## src/logic/tcb_pkg.sv

```systemverilog
// Shared constants for the transfer controller bus-timing sequencer.
// Assumes one system bus clock shared with the arbiter and bus targets.
package tcb_pkg;
   // Target classes
   localparam logic [1:0] REG_RAM = 2'h0;
   localparam logic [1:0] REG_IO  = 2'h1;
   localparam logic [1:0] REG_EXT = 2'h2;
   // Access sizes, log2 of bytes
   localparam logic [1:0] SZ_BYTE = 2'h0;
   localparam logic [1:0] SZ_WORD = 2'h1;
   localparam logic [1:0] SZ_LONG = 2'h2;
   // Bus widths, log2 of bytes
   localparam logic [1:0] BW_8  = 2'h0;
   localparam logic [1:0] BW_16 = 2'h1;
   localparam logic [1:0] BW_32 = 2'h2;
   // Access counts per phase
   localparam logic [2:0] VEC_READS     = 3'h1;
   localparam logic [2:0] DESC_RD_FULL  = 3'h4;
   localparam logic [2:0] DESC_RD_SHORT = 3'h3;
   localparam logic [2:0] WB_NORMAL     = 3'h3;
   localparam logic [2:0] WB_ONE_FIXED  = 3'h2;
   localparam logic [2:0] WB_BOTH_FIXED = 3'h1;
   localparam logic [2:0] SPLIT_THREE   = 3'h3;
   localparam logic [2:0] SPLIT_TWO     = 3'h2;
   localparam logic [2:0] SPLIT_ONE     = 3'h1;
   localparam logic [2:0] INT_OPS       = 3'h1;
   // Cycle costs
   localparam logic [6:0] RAM_CYCLES     = 7'h01;
   localparam logic [6:0] IO_PER_UNIT    = 7'h02;
   localparam logic [6:0] EXT2_PER_UNIT  = 7'h02;
   localparam logic [6:0] EXT3_PER_UNIT  = 7'h03;
   localparam logic [6:0] EXT3_WORD8_FIX = 7'h04;
   localparam logic [6:0] INT_OP_CYCLES  = 7'h01;
   // Block size field value 0 stands for the largest block
   localparam logic [8:0] BLOCK_MAX = 9'h100;
   // Sequencer states, Gray in declaration order
   typedef enum logic [2:0] {
      ST_IDLE = 3'h0,
      ST_REQ  = 3'h1,
      ST_VEC  = 3'h3,
      ST_DRD  = 3'h2,
      ST_DATA = 3'h6,
      ST_WB   = 3'h7,
      ST_INT  = 3'h5,
      ST_REL  = 3'h4
   } tcb_state_t;
endpackage : tcb_pkg

```

## src/logic/tcb_access_cost.sv

```systemverilog
// Cycle cost of one bus access for a target class, size and bus width.
// Assumes width and wait settings are stable while an access runs.
`timescale 1ns/1ps
module tcb_access_cost
   import tcb_pkg::*;
(
   input  wire logic [1:0] region,
   input  wire logic [1:0] size,
   input  wire logic [1:0] ioWidth,
   input  wire logic [1:0] extWidth,
   input  wire logic       threeState,
   input  wire logic [2:0] waitCount,
   output logic      [6:0] cost
);
   // Bus-width units needed for one item
   function automatic logic [6:0] unitsOf(input logic [1:0] sz, input logic [1:0] bw);
      if (sz > bw) unitsOf = 7'h01 << (sz - bw);
      else unitsOf = 7'h01;
   endfunction : unitsOf

   // Word on a narrow three-state bus costs less than two full units
   always_comb begin
      logic [6:0] u;
      u = 7'h00;
      cost = RAM_CYCLES;
      if (region == REG_IO) begin
         u = unitsOf(size, ioWidth);
         cost = 7'(IO_PER_UNIT * u);
      end else if (region == REG_EXT) begin
         u = unitsOf(size, extWidth);
         if (!threeState) cost = 7'(EXT2_PER_UNIT * u);
         else if (size == SZ_WORD && extWidth == BW_8)
            cost = 7'(EXT3_WORD8_FIX + 7'(2 * waitCount));
         else cost = 7'(u * (EXT3_PER_UNIT + 7'(waitCount)));
      end
   end
endmodule : tcb_access_cost

```

## src/logic/tcb_transfer_controller.sv

```systemverilog
// Transfer controller sequencer: phase order, access counts, cycle costs
// and bus mastership handling for one activation and its chain.
// Assumes arbiter grant and descriptor settings come from logic on mclk.
`timescale 1ns/1ps
module tcb_transfer_controller
   import tcb_pkg::*;
#(
   parameter int CYC_W = 16
)(
   input  wire logic             mclk,
   input  wire logic             srst,
   input  wire logic             actReq,
   input  wire logic [2:0]       cpuPriorityLevel,
   input  wire logic [2:0]       controllerPriorityLevel,
   input  wire logic             busGrant,
   input  wire logic             fullAddrMode,
   input  wire logic             skipDescRead,
   input  wire logic [1:0]       infoRegion,
   input  wire logic [1:0]       srcRegion,
   input  wire logic [1:0]       dstRegion,
   input  wire logic [1:0]       ioWidth,
   input  wire logic [1:0]       extWidth,
   input  wire logic             threeState,
   input  wire logic [2:0]       waitCount,
   input  wire logic             srcFixed,
   input  wire logic             dstFixed,
   input  wire logic             blockMode,
   input  wire logic [7:0]       blockSize,
   input  wire logic [1:0]       dataSize,
   input  wire logic [1:0]       srcAddrLow,
   input  wire logic [1:0]       dstAddrLow,
   input  wire logic             chainEnable,
   output logic                  busReq,
   output logic                  busy,
   output logic                  accessStrobe,
   output logic                  activationDone,
   output tcb_state_t            phase,
   output logic [CYC_W-1:0]      cycleTotal,
   output logic [7:0]            descCount
);
   tcb_state_t       state, next_state, resume, next_resume;
   logic             next_busReq, next_busy, next_accessStrobe, next_activationDone;
   logic             pending, next_pending, writeStage, next_writeStage, actSkip, next_actSkip;
   logic [2:0]       accLeft, next_accLeft;
   logic [6:0]       costCnt, next_costCnt, accCost;
   logic [8:0]       elemLeft, next_elemLeft;
   logic [CYC_W-1:0] next_cycleTotal;
   logic [7:0]       next_descCount;
   logic             dFixS, dFixD, dChain, next_dFixS, next_dFixD, next_dChain;
   logic [1:0]       dSize, dSrcLow, dDstLow, next_dSize, next_dSrcLow, next_dDstLow;
   logic [8:0]       dElems, next_dElems;
   logic [1:0]       curRegion, curSize;
   logic             accessEnd, startAct, loadDesc;
   // Accesses a data item splits into
   function automatic logic [2:0] splitOf(input logic [1:0] sz, input logic [1:0] lo);
      if (sz == SZ_LONG && lo[0]) splitOf = SPLIT_THREE;
      else if ((sz == SZ_WORD && lo[0]) || (sz == SZ_LONG && lo == 2'h2))
         splitOf = SPLIT_TWO;
      else splitOf = SPLIT_ONE;
   endfunction : splitOf
   // Writeback accesses by fixed-address settings
   function automatic logic [2:0] wbOf(input logic fs, input logic fd);
      if (fs && fd) wbOf = WB_BOTH_FIXED;
      else if (fs || fd) wbOf = WB_ONE_FIXED;
      else wbOf = WB_NORMAL;
   endfunction : wbOf
   // Target and size of the access now running; data size from the descriptor
   always_comb begin
      curRegion = (state == ST_INT) ? REG_RAM : infoRegion;
      curSize = SZ_LONG;
      if (state == ST_DATA) begin
         curRegion = writeStage ? dstRegion : srcRegion;
         curSize = dSize;
      end
   end
   tcb_access_cost u_cost (
      .region     (curRegion),
      .size       (curSize),
      .ioWidth    (ioWidth),
      .extWidth   (extWidth),
      .threeState (threeState),
      .waitCount  (waitCount),
      .cost       (accCost)
   );
   // Access completes on the cycle its cost is reached, only while granted
   assign accessEnd = busGrant && costCnt == accCost &&
                      (state == ST_VEC || state == ST_DRD || state == ST_DATA ||
                       state == ST_WB || state == ST_INT);
   assign startAct = state == ST_IDLE && (pending || actReq) &&
                     controllerPriorityLevel >= cpuPriorityLevel;
   assign loadDesc = (startAct && skipDescRead) ||
                     (state == ST_DRD && accessEnd && accLeft == 3'h1);

   // Sequencer next state
   always_comb begin
      next_state = state;
      next_resume = resume;
      next_busy = busy;
      next_accessStrobe = 1'b0;
      next_activationDone = 1'b0;
      next_writeStage = writeStage;
      next_actSkip = actSkip;
      next_accLeft = accLeft;
      next_costCnt = costCnt;
      next_elemLeft = elemLeft;
      next_cycleTotal = cycleTotal;
      next_descCount = descCount;
      // A request that lands as one is consumed is kept
      next_pending = actReq ? !(startAct && !pending) : (pending && !startAct);
      if (busGrant && state != ST_IDLE && state != ST_REQ && state != ST_REL)
         next_cycleTotal = cycleTotal + 1'b1;
      case (state)
         ST_IDLE: begin
            if (startAct) begin
               next_state = ST_REQ;
               next_busy = 1'b1;
               next_actSkip = skipDescRead;
               next_resume = skipDescRead ? ST_DATA : ST_VEC;
               next_cycleTotal = '0;
               next_descCount = 8'h01;
               next_writeStage = 1'b0;
               next_elemLeft = next_dElems;
            end
         end
         ST_REQ: begin
            if (busGrant) begin
               next_state = resume;
               next_costCnt = 7'h01;
               case (resume)
                  ST_VEC:  next_accLeft = VEC_READS;
                  ST_DRD:  next_accLeft = fullAddrMode ? DESC_RD_FULL : DESC_RD_SHORT;
                  ST_DATA: next_accLeft = splitOf(dSize, dSrcLow);
                  default: next_accLeft = wbOf(dFixS, dFixD);
               endcase
            end
         end
         ST_REL: begin
            // Bus offered back for one cycle before asking again
            next_state = (resume == ST_IDLE) ? ST_IDLE : ST_REQ;
            next_busy = resume != ST_IDLE;
            next_activationDone = resume == ST_IDLE;
         end
         default: begin
            if (busGrant && !accessEnd) begin
               next_costCnt = costCnt + 7'h01;
            end else if (accessEnd) begin
               next_costCnt = 7'h01;
               next_accessStrobe = state != ST_INT;
               if (accLeft > 3'h1) begin
                  next_accLeft = accLeft - 3'h1;
               end else begin
                  case (state)
                     ST_VEC: begin
                        next_state = ST_REL;
                        next_resume = ST_DRD;
                     end
                     ST_DRD: begin
                        next_state = ST_REL;
                        next_resume = ST_DATA;
                        next_elemLeft = next_dElems;
                        next_writeStage = 1'b0;
                     end
                     ST_DATA: begin
                        if (!writeStage) begin
                           next_writeStage = 1'b1;
                           next_accLeft = splitOf(dSize, dDstLow);
                        end else begin
                           next_writeStage = 1'b0;
                           next_elemLeft = elemLeft - 9'h001;
                           next_state = ST_REL;
                           next_resume = (elemLeft > 9'h001) ? ST_DATA : ST_WB;
                        end
                     end
                     ST_WB: begin
                        if (dChain) begin
                           next_state = ST_REL;
                           next_resume = ST_DRD;
                           next_descCount = descCount + 8'h01;
                        end else if (!actSkip) begin
                           next_state = ST_INT;
                           next_accLeft = INT_OPS;
                        end else begin
                           next_state = ST_REL;
                           next_resume = ST_IDLE;
                        end
                     end
                     default: begin
                        next_state = ST_REL;
                        next_resume = ST_IDLE;
                     end
                  endcase
               end
            end
         end
      endcase
      next_busReq = next_state != ST_IDLE && next_state != ST_REL;
   end

   // Descriptor fields caught once per descriptor
   always_comb begin
      next_dFixS = dFixS;
      next_dFixD = dFixD;
      next_dChain = dChain;
      next_dSize = dSize;
      next_dSrcLow = dSrcLow;
      next_dDstLow = dDstLow;
      next_dElems = dElems;
      if (loadDesc) begin
         next_dFixS = srcFixed;
         next_dFixD = dstFixed;
         next_dChain = chainEnable;
         next_dSize = dataSize;
         next_dSrcLow = srcAddrLow;
         next_dDstLow = dstAddrLow;
         if (!blockMode) next_dElems = 9'h001;
         else if (blockSize == 8'h00) next_dElems = BLOCK_MAX;
         else next_dElems = {1'b0, blockSize};
      end
   end

   // State registers
   always_ff @(posedge mclk) begin
      if (srst) begin
         state <= ST_IDLE;
         resume <= ST_IDLE;
         busReq <= 1'b0;
         busy <= 1'b0;
         accessStrobe <= 1'b0;
         activationDone <= 1'b0;
         phase <= ST_IDLE;
         pending <= 1'b0;
         writeStage <= 1'b0;
         actSkip <= 1'b0;
         accLeft <= 3'h0;
         costCnt <= 7'h01;
         elemLeft <= 9'h000;
         cycleTotal <= '0;
         descCount <= 8'h00;
         dFixS <= 1'b0;
         dFixD <= 1'b0;
         dChain <= 1'b0;
         dSize <= SZ_BYTE;
         dSrcLow <= 2'h0;
         dDstLow <= 2'h0;
         dElems <= 9'h001;
      end else begin
         state <= next_state;
         resume <= next_resume;
         busReq <= next_busReq;
         busy <= next_busy;
         accessStrobe <= next_accessStrobe;
         activationDone <= next_activationDone;
         phase <= next_state;
         pending <= next_pending;
         writeStage <= next_writeStage;
         actSkip <= next_actSkip;
         accLeft <= next_accLeft;
         costCnt <= next_costCnt;
         elemLeft <= next_elemLeft;
         cycleTotal <= next_cycleTotal;
         descCount <= next_descCount;
         dFixS <= next_dFixS;
         dFixD <= next_dFixD;
         dChain <= next_dChain;
         dSize <= next_dSize;
         dSrcLow <= next_dSrcLow;
         dDstLow <= next_dDstLow;
         dElems <= next_dElems;
      end
   end

   // Checking helpers: accesses done in the current phase, per-activation counts
   logic [2:0] hPhaseCnt;
   logic [1:0] hVecCnt, hIntCnt;
   always_ff @(posedge mclk) begin
      if (srst || startAct) begin
         hPhaseCnt <= 3'h0;
         hVecCnt <= 2'h0;
         hIntCnt <= 2'h0;
      end else begin
         if (next_state != state || next_writeStage != writeStage) hPhaseCnt <= 3'h0;
         else if (accessEnd) hPhaseCnt <= hPhaseCnt + 3'h1;
         if (accessEnd && state == ST_VEC) hVecCnt <= hVecCnt + 2'h1;
         if (accessEnd && state == ST_INT) hIntCnt <= hIntCnt + 2'h1;
      end
   end
endmodule : tcb_transfer_controller

```

## config.mk

```make
export PLATFORM = sky130hd
export DESIGN_NAME = tcb_transfer_controller
export DESIGN_NICKNAME = d
export VERILOG_FILES = /design/src/logic/tcb_pkg.sv /design/src/logic/tcb_access_cost.sv /design/src/logic/tcb_transfer_controller.sv
export SDC_FILE = /design/constraint.sdc
export NUM_CORES = 1
export LEC_CHECK = 0
export BUFFER_PORTS_ARGS = -buffer_cell sky130_fd_sc_hd__buf_4
export CAP_MARGIN = 20
export CORE_MARGIN = 1
export CORE_UTILIZATION = 50
export DETAILED_ROUTE_END_ITERATION = 10
export PLACE_DENSITY = 0.71
export SYNTH_ARGS = -nofsm -noshare
export SYNTH_HDL_FRONTEND = slang
export SYNTH_HIERARCHICAL = 1
export SYNTH_SLANG_ARGS = --single-unit
```

## constraint.sdc

```tcl
create_clock -name mclk -period 16.4 [get_ports mclk]
set_clock_uncertainty 0.15 [all_clocks]
set_input_delay 1.64 -clock mclk [delete_from_list [all_inputs] [get_ports mclk]]
set_output_delay 1.64 -clock mclk [all_outputs]
set_load 0.05 [all_outputs]
```

After elaboration in Yosys (flattened, before gate mapping)
Index checks and enable logic that the tools add are counted.

Reduce and logical (&&, ||, !) cells: 62. Shift-type cells: 2. Add/sub/neg operators: 9. Multiply operators: 1. Equal/unequal tests: 33. Bitwise gates (word level): 4. $lt $le $gt $ge: 5. Multiplexer cells: 85.

Operators by type and width (number): $mux 9 (8); $mux 7 (10); $mux 3 (22); $mux 16 (3); $mux 8 (6); $pmux 9 s2 (2); $pmux 3 s2 (4); $logic_and 1x1->1 (22); $reduce_and 7->1 (3); $mux 2 (9); $pmux 3 s3 (2); $add 16x1->16 const B (1); $pmux 8 s2 (1); $eq 3x3->1 const B (5); $reduce_bool 3->1 (5); $pmux 7 s2 (1); $eq 3x2->1 const B (4); $mux 1 (12); $ne 4x2->1 const B (3); $pmux 3 s4 (1); $reduce_bool 2->1 (5); $gt 9x1->1 const B (1); $logic_or 1x1->1 (9); $ne 3x3->1 const B (3); 36 further kinds (59).

Word-level logic and storage cells: 222. Register bits: 74. Output and inout bits: 31. Input port bits: 44.

Depth between registers and ports, before layout
Depth in word-level cells: 24. Depth in mapped cells: 25. Gate-level depth less buffers: 22.

Cells and area by module
The synthesis kept the hierarchy.

Modules (own cells, without submodules): tcb_transfer_controller (cells an instance 497, area an instance 4023.9 sq um, times used 1); tcb_access_cost (cells an instance 103, area an instance 803.3 sq um, times used 1).

Worst setup path after synthesis
Ideal clock, no wire load.

Kind: input to register. Start point: in extWidth[0]. End point: reg elemLeft[2]. Required time: 16.130 ns. Data arrival time: 6.694 ns. Cell stages on the path: 19. Path buffers: 1. Setup time: 0.120 ns. Setup slack: 9.436 ns. Cell sequence: ha_1 -> fa_1 -> or4b_1 -> or2_1 -> fa_1 -> inv_1 -> fa_1 -> fa_1 -> xor2_1 -> mux2_4 -> a21oi_2 -> a21oi_1 -> xor2_1 -> nor2_1 -> nand4_1 -> a22o_1 -> buf_2 -> o211a_1 -> a211o_1.

Longest elaborated chain between the ends: 22. Elaborated cells between the ends (all ways): 31. Classes of those cells: add/sub: 1; mul: 1; order compare: 1; eq/ne: 2; shift: 1; mux: 14; reduce/logical: 11.

Ends and longest elaborated chain: from (decl) (line tcb_transfer_controller.sv:22) `input wire logic [1:0] extWidth,`; $sub 2x2->2 (line tcb_access_cost.sv:17) `if (sz > bw) unitsOf = 7'h01 << (sz - bw);`; $shl 1x2->7 (line tcb_access_cost.sv:17); $mux 7 (line tcb_access_cost.sv:17); $mux 7 (line tcb_access_cost.sv:29) `end else if (region == REG_EXT) begin`; $mux 7 (line tcb_access_cost.sv:26) `if (region == REG_IO) begin`; $mul 7x7->7 (line tcb_access_cost.sv:34) `else cost = 7'(u * (EXT3_PER_UNIT + 7'(waitCount)));`; $mux 7 (line tcb_access_cost.sv:32) `else if (size == SZ_WORD && extWidth == BW_8)`; $mux 7 (*) (line tcb_access_cost.sv:31) `if (!threeState) cost = 7'(EXT2_PER_UNIT * u);`; [2 not listed]; named net accCost[4] (line tcb_transfer_controller.sv:45) `logic [6:0] costCnt, next_costCnt, accCost;`; [3 not listed]; $logic_and 1x1->1 (2 in series) (line tcb_transfer_controller.sv:92) `(state == ST_DRD && accessEnd && accLeft == 3'h1);`; $logic_or 1x1->1 (line tcb_transfer_controller.sv:91) `assign loadDesc = (startAct && skipDescRead) ||`; $mux 9 (line tcb_transfer_controller.sv:208) `if (loadDesc) begin`; $pmux 9 s2 (line tcb_transfer_controller.sv:152) `case (state)`; $mux 9 (line tcb_transfer_controller.sv:149) `if (accLeft > 3'h1) begin`; $mux 9 (line tcb_transfer_controller.sv:146) `end else if (accessEnd) begin`; $mux 9 (line tcb_transfer_controller.sv:144) `if (busGrant && !accessEnd) begin`; $pmux 9 s2 (line tcb_transfer_controller.sv:112) `case (state)`; to (signal assigned) (line tcb_transfer_controller.sv:259) `elemLeft <= next_elemLeft;`; to (decl) (line tcb_transfer_controller.sv:46) `logic [8:0] elemLeft, next_elemLeft;`.

Mark *: on every way through the listed nets, which the timed path passes. The rest lies on a longest branch. The select of a mux whose other input is x is not followed. A chain may end at the register's enable or synchronous reset.

Worst setup path in the final report
Start point: in extWidth[0]. End point: reg descCount[5].

Longest elaborated chain between the ends: 17. Elaborated cells between the ends (all ways): 21. Classes of those cells: add/sub: 1; mul: 1; order compare: 1; eq/ne: 2; shift: 1; mux: 7; reduce/logical: 8.

Ends and longest elaborated chain: $sub 2x2->2 (line tcb_access_cost.sv:17); $shl 1x2->7 (line tcb_access_cost.sv:17); $mux 7 (line tcb_access_cost.sv:17); $mux 7 (line tcb_access_cost.sv:29); $mux 7 (line tcb_access_cost.sv:26); $mul 7x7->7 (line tcb_access_cost.sv:34); $mux 7 (line tcb_access_cost.sv:32); $mux 7 (*) (line tcb_access_cost.sv:31); $mux 7 (*) (line tcb_access_cost.sv:29); $mux 7 (*) (line tcb_access_cost.sv:26); named net accCost[4] (line tcb_transfer_controller.sv:45); $eq 7x7->1 (*) (line tcb_transfer_controller.sv:86) `assign accessEnd = busGrant && costCnt == accCost &&`; $logic_and 1x1->1 (*) (2 in series) (line tcb_transfer_controller.sv:86); $logic_not 1->1 (line tcb_transfer_controller.sv:144); $logic_and 1x1->1 (line tcb_transfer_controller.sv:144); $ne 2x2->1 (no source line); $reduce_and 7->1 (no source line) (*); to (signal assigned) (line tcb_transfer_controller.sv:261) `descCount <= next_descCount;`; to (decl) (line tcb_transfer_controller.sv:39) `output logic [7:0] descCount`.

Marked as above.

==> flow_metrics.py <==
metrics = {
    "yosys": {
        "ys_seq_area_frac": 0.307,
        "synth.avg_cell_area_sq_um": 8.05,
        "synth_flop_cell": "dfxtp_1",
        "synth_area_leaders": "dfxtp_1 31%, ha_1 7.3%, xor2_1 5.4%, nand2_1 5.1%, nor2_1 4.9%",
        "synthArstFlopShare": 0,
        "ys_ff_latch": 74,
        "synth_common_cells": "74 x dfxtp_1, 65 x nand2_1, 63 x nor2_1, 41 x a21oi_1, 30 x xor2_1",
        "yosysTopAreaCell": "dfxtp_1",
        "yosysWarnings": 6,
        "synth_area_sq_um": 4830,
        "synth.distinct_cells": 68,
        "syn_nets": 678,
        "syn-instance-count": 600,
        "synth_edf_count": 0,
        "synth_top_area_share": 0.307,
        "yosysMostFrequentCell": "dfxtp_1",
    },
    "sta": {
        "hold_viol_final": 0,
        "fin_crit_ns": 7.32,
        "post-route-period-util": 0.446,
        "max_slew_margin": 0.477,
        "rsz0062_at_grt": "false",
        "slew_violations": 0,
        "finalSetupTns_ns": 0,
        "setup_violations": 0,
        "max_freq_ghz": 0.137,
        "tightest_slew_ns": 0.782,
        "hold_slack_ns": 0.321,
    },
    "routing": {
        "drcViolationCount": 0,
        "wl_mm": 11.7,
        "first_pass_iters": 7,
        "wl_per_cell_um": 14.8,
        "drt_iter0_markers": 318,
        "vias": 4580,
        "ant_nets": 0,
        "drt-vias-per-instance": 5.79,
    },
    "finish": {
        "n_fill_cell": 865,
        "final_nets": 735,
        "multi_input_area_sq_um": 3120,
        "antenna-diode-count": 0,
        "drive_above_1_share": 0.162,
        "fin_area_sq_um": 5610,
        "seq_area_sq_um": 1480,
        "area_growth_pct": 16.3,
    },
    "global_routing": {
        "gr-total-overflow": 0,
        "busiest_layer": "met2",
        "grt_max_degree": 37,
        "grt_pass1_wl_mm": 20.1,
        "grt_pass1_vias": 4371,
        "antenna_found_initial": 0,
        "use_met2": 0.428,
        "use_met1": 0.311,
        "track_usage": 0.247,
        "gr-usage-met3": 0.0446,
    },
    "clock_network": {
        "postCtsSetupBuffers": 0,
        "root_buffer": "clkbuf_8",
        "cts_buffer_depth": 2,
        "numCtsBuffers": 9,
        "cts_htree_levels": 3,
        "cts_tree": "built",
        "cts.clk_slew.worst_paths_ns": 0.08,
        "postCtsHoldBufs": 0,
        "cts.sinks": 74,
        "postCtsResizedCells": 0,
        "clkLatencyLatePin_ns": 0.35,
    },
    "floorplanning": {
        "start_util": 0.520,
        "die_h_um": 100,
        "die_w_um": 100,
        "rows": 35,
        "die-area_sq_um": 10100,
        "core_sq_um": 9280,
        "io_pins": 75,
    },
    "critical_path": {
        "slowest_stage": "or4b_1",
        "path_cells": "buf_4, ha_1, fa_1, or4b_1, or2_1, fa_1, inv_1, fa_1, fa_1, xor2_1, mux2_4, a21oi_2, a21oi_1, xor2_1, nor2_1, and4_1, o21ai_4, or4_1, a21oi_1",
        "setup.worst_path.class": "input port to register",
        "path_max_fanout": 8,
        "path_common_cell": "fa_1",
        "cp.arrival_ns": 7.44,
        "rrSetupSlack_ns": 9.10,
        "startpoint_type": "input port",
        "worst_ep_required_time_ns": 16.52,
        "critical_path.max_stage_delay_ns": 0.65,
        "end_kind": "register",
    },
    "placement": {
        "dpl_cell_area_sq_um": 5420,
        "hpwl_mm": 8.86,
        "gp_congestion": 0.882,
        "io_buffers": 74,
    },
    "status": {
        "status": "completed",
    },
    "power_and_ir_drop": {
        "p_leak_nw": 2.43,
        "total_power_mw": 0.420,
        "peakVddDrop_uv": 42.7,
        "power_density_nw_per_um2": 74.9,
    },
    "job": {
        "cap_violations": 0,
    },
    "hold_path": {
        "min-delay-path-class": "register to register",
    },
}
cells by family after synthesis:
logic type / Yosys count / share of synthesized area
buf+inv: 56 / 0.0477
simple gates: 250 / 0.263
xor+xnor: 36 / 0.0653
mux: 11 / 0.0238
flops: 74 / 0.307
compound gates: 138 / 0.193
fa+ha+maj: 35 / 0.0995
placed cells by master (no fill, tap or decap), drive strengths merged, types with 15 or more instances in the layout:
cell and count:
o21ai 28, a21oi 43, buf 74, xor2 30
nand2 65, nand3 24, nor2 64, inv 29
dfxtp 74, and3 15, ha 28
routing by layer:
layer / vias up / share of wire
met3: 19 / 0.049
met2: 142 / 0.48
met4: 0 / 0.015
met1: 2170 / 0.45
li1: 2249 / -
met5: - / 0
flip-flops by register name, indices dropped and copies added, names as in the netlist, 2 cells and up, named ones only:
register    count
descCount       8
dElems          9
cycleTotal     16
resume          3
dSrcLow         2
state           2
accLeft         3
dDstLow         2
dSize           2
elemLeft        9
costCnt         7
power breakdown:
group | leakage (nW) | internal [mW] | switching [mW]
clock | 0.0966 | 0.0706 | 0.0711
sequential | 0.599 | 0.185 | 0.00780
combinational | 1.73 | 0.0343 | 0.0513
final cells by class:
class / instances / share of cell area
clock buffer: 10 / 0.0227
sequential: 74 / 0.264
tap: 129 / 0.0288
inverter: 28 / 0.0187
clock inverter: 6 / 0.0116
timing repair buffer: 74 / 0.0990
multi-input combinational: 470 / 0.555
worst paths after layout:
path         cells after the start        start      endpoint
max                             19  extWidth[0]  descCount[5]
min                              2        dFixD         dFixD
min reg2reg                      2        dFixD         dFixD
max reg2reg                     20     state[1]  descCount[5]
worst max-delay path, delay by kind of cell:
kind	cells	cell delay, ns
simple gates	5	2.38
fa+ha+maj	5	2.18
compound gates	4	0.49
xor+xnor	2	0.31
mux	1	0.27
buf+inv	2	0.16
stage by stage:
step                setup slack [ns]  std cells  utilization
finish                          9.08        791        0.604
global route                    8.76        791        0.604
CTS                             9.16        791        0.604
detailed placement              8.78        775        0.584
global placement                9.00        775        0.584
floorplan                       9.44        600            -
Power figures use the tool's default switching activity.
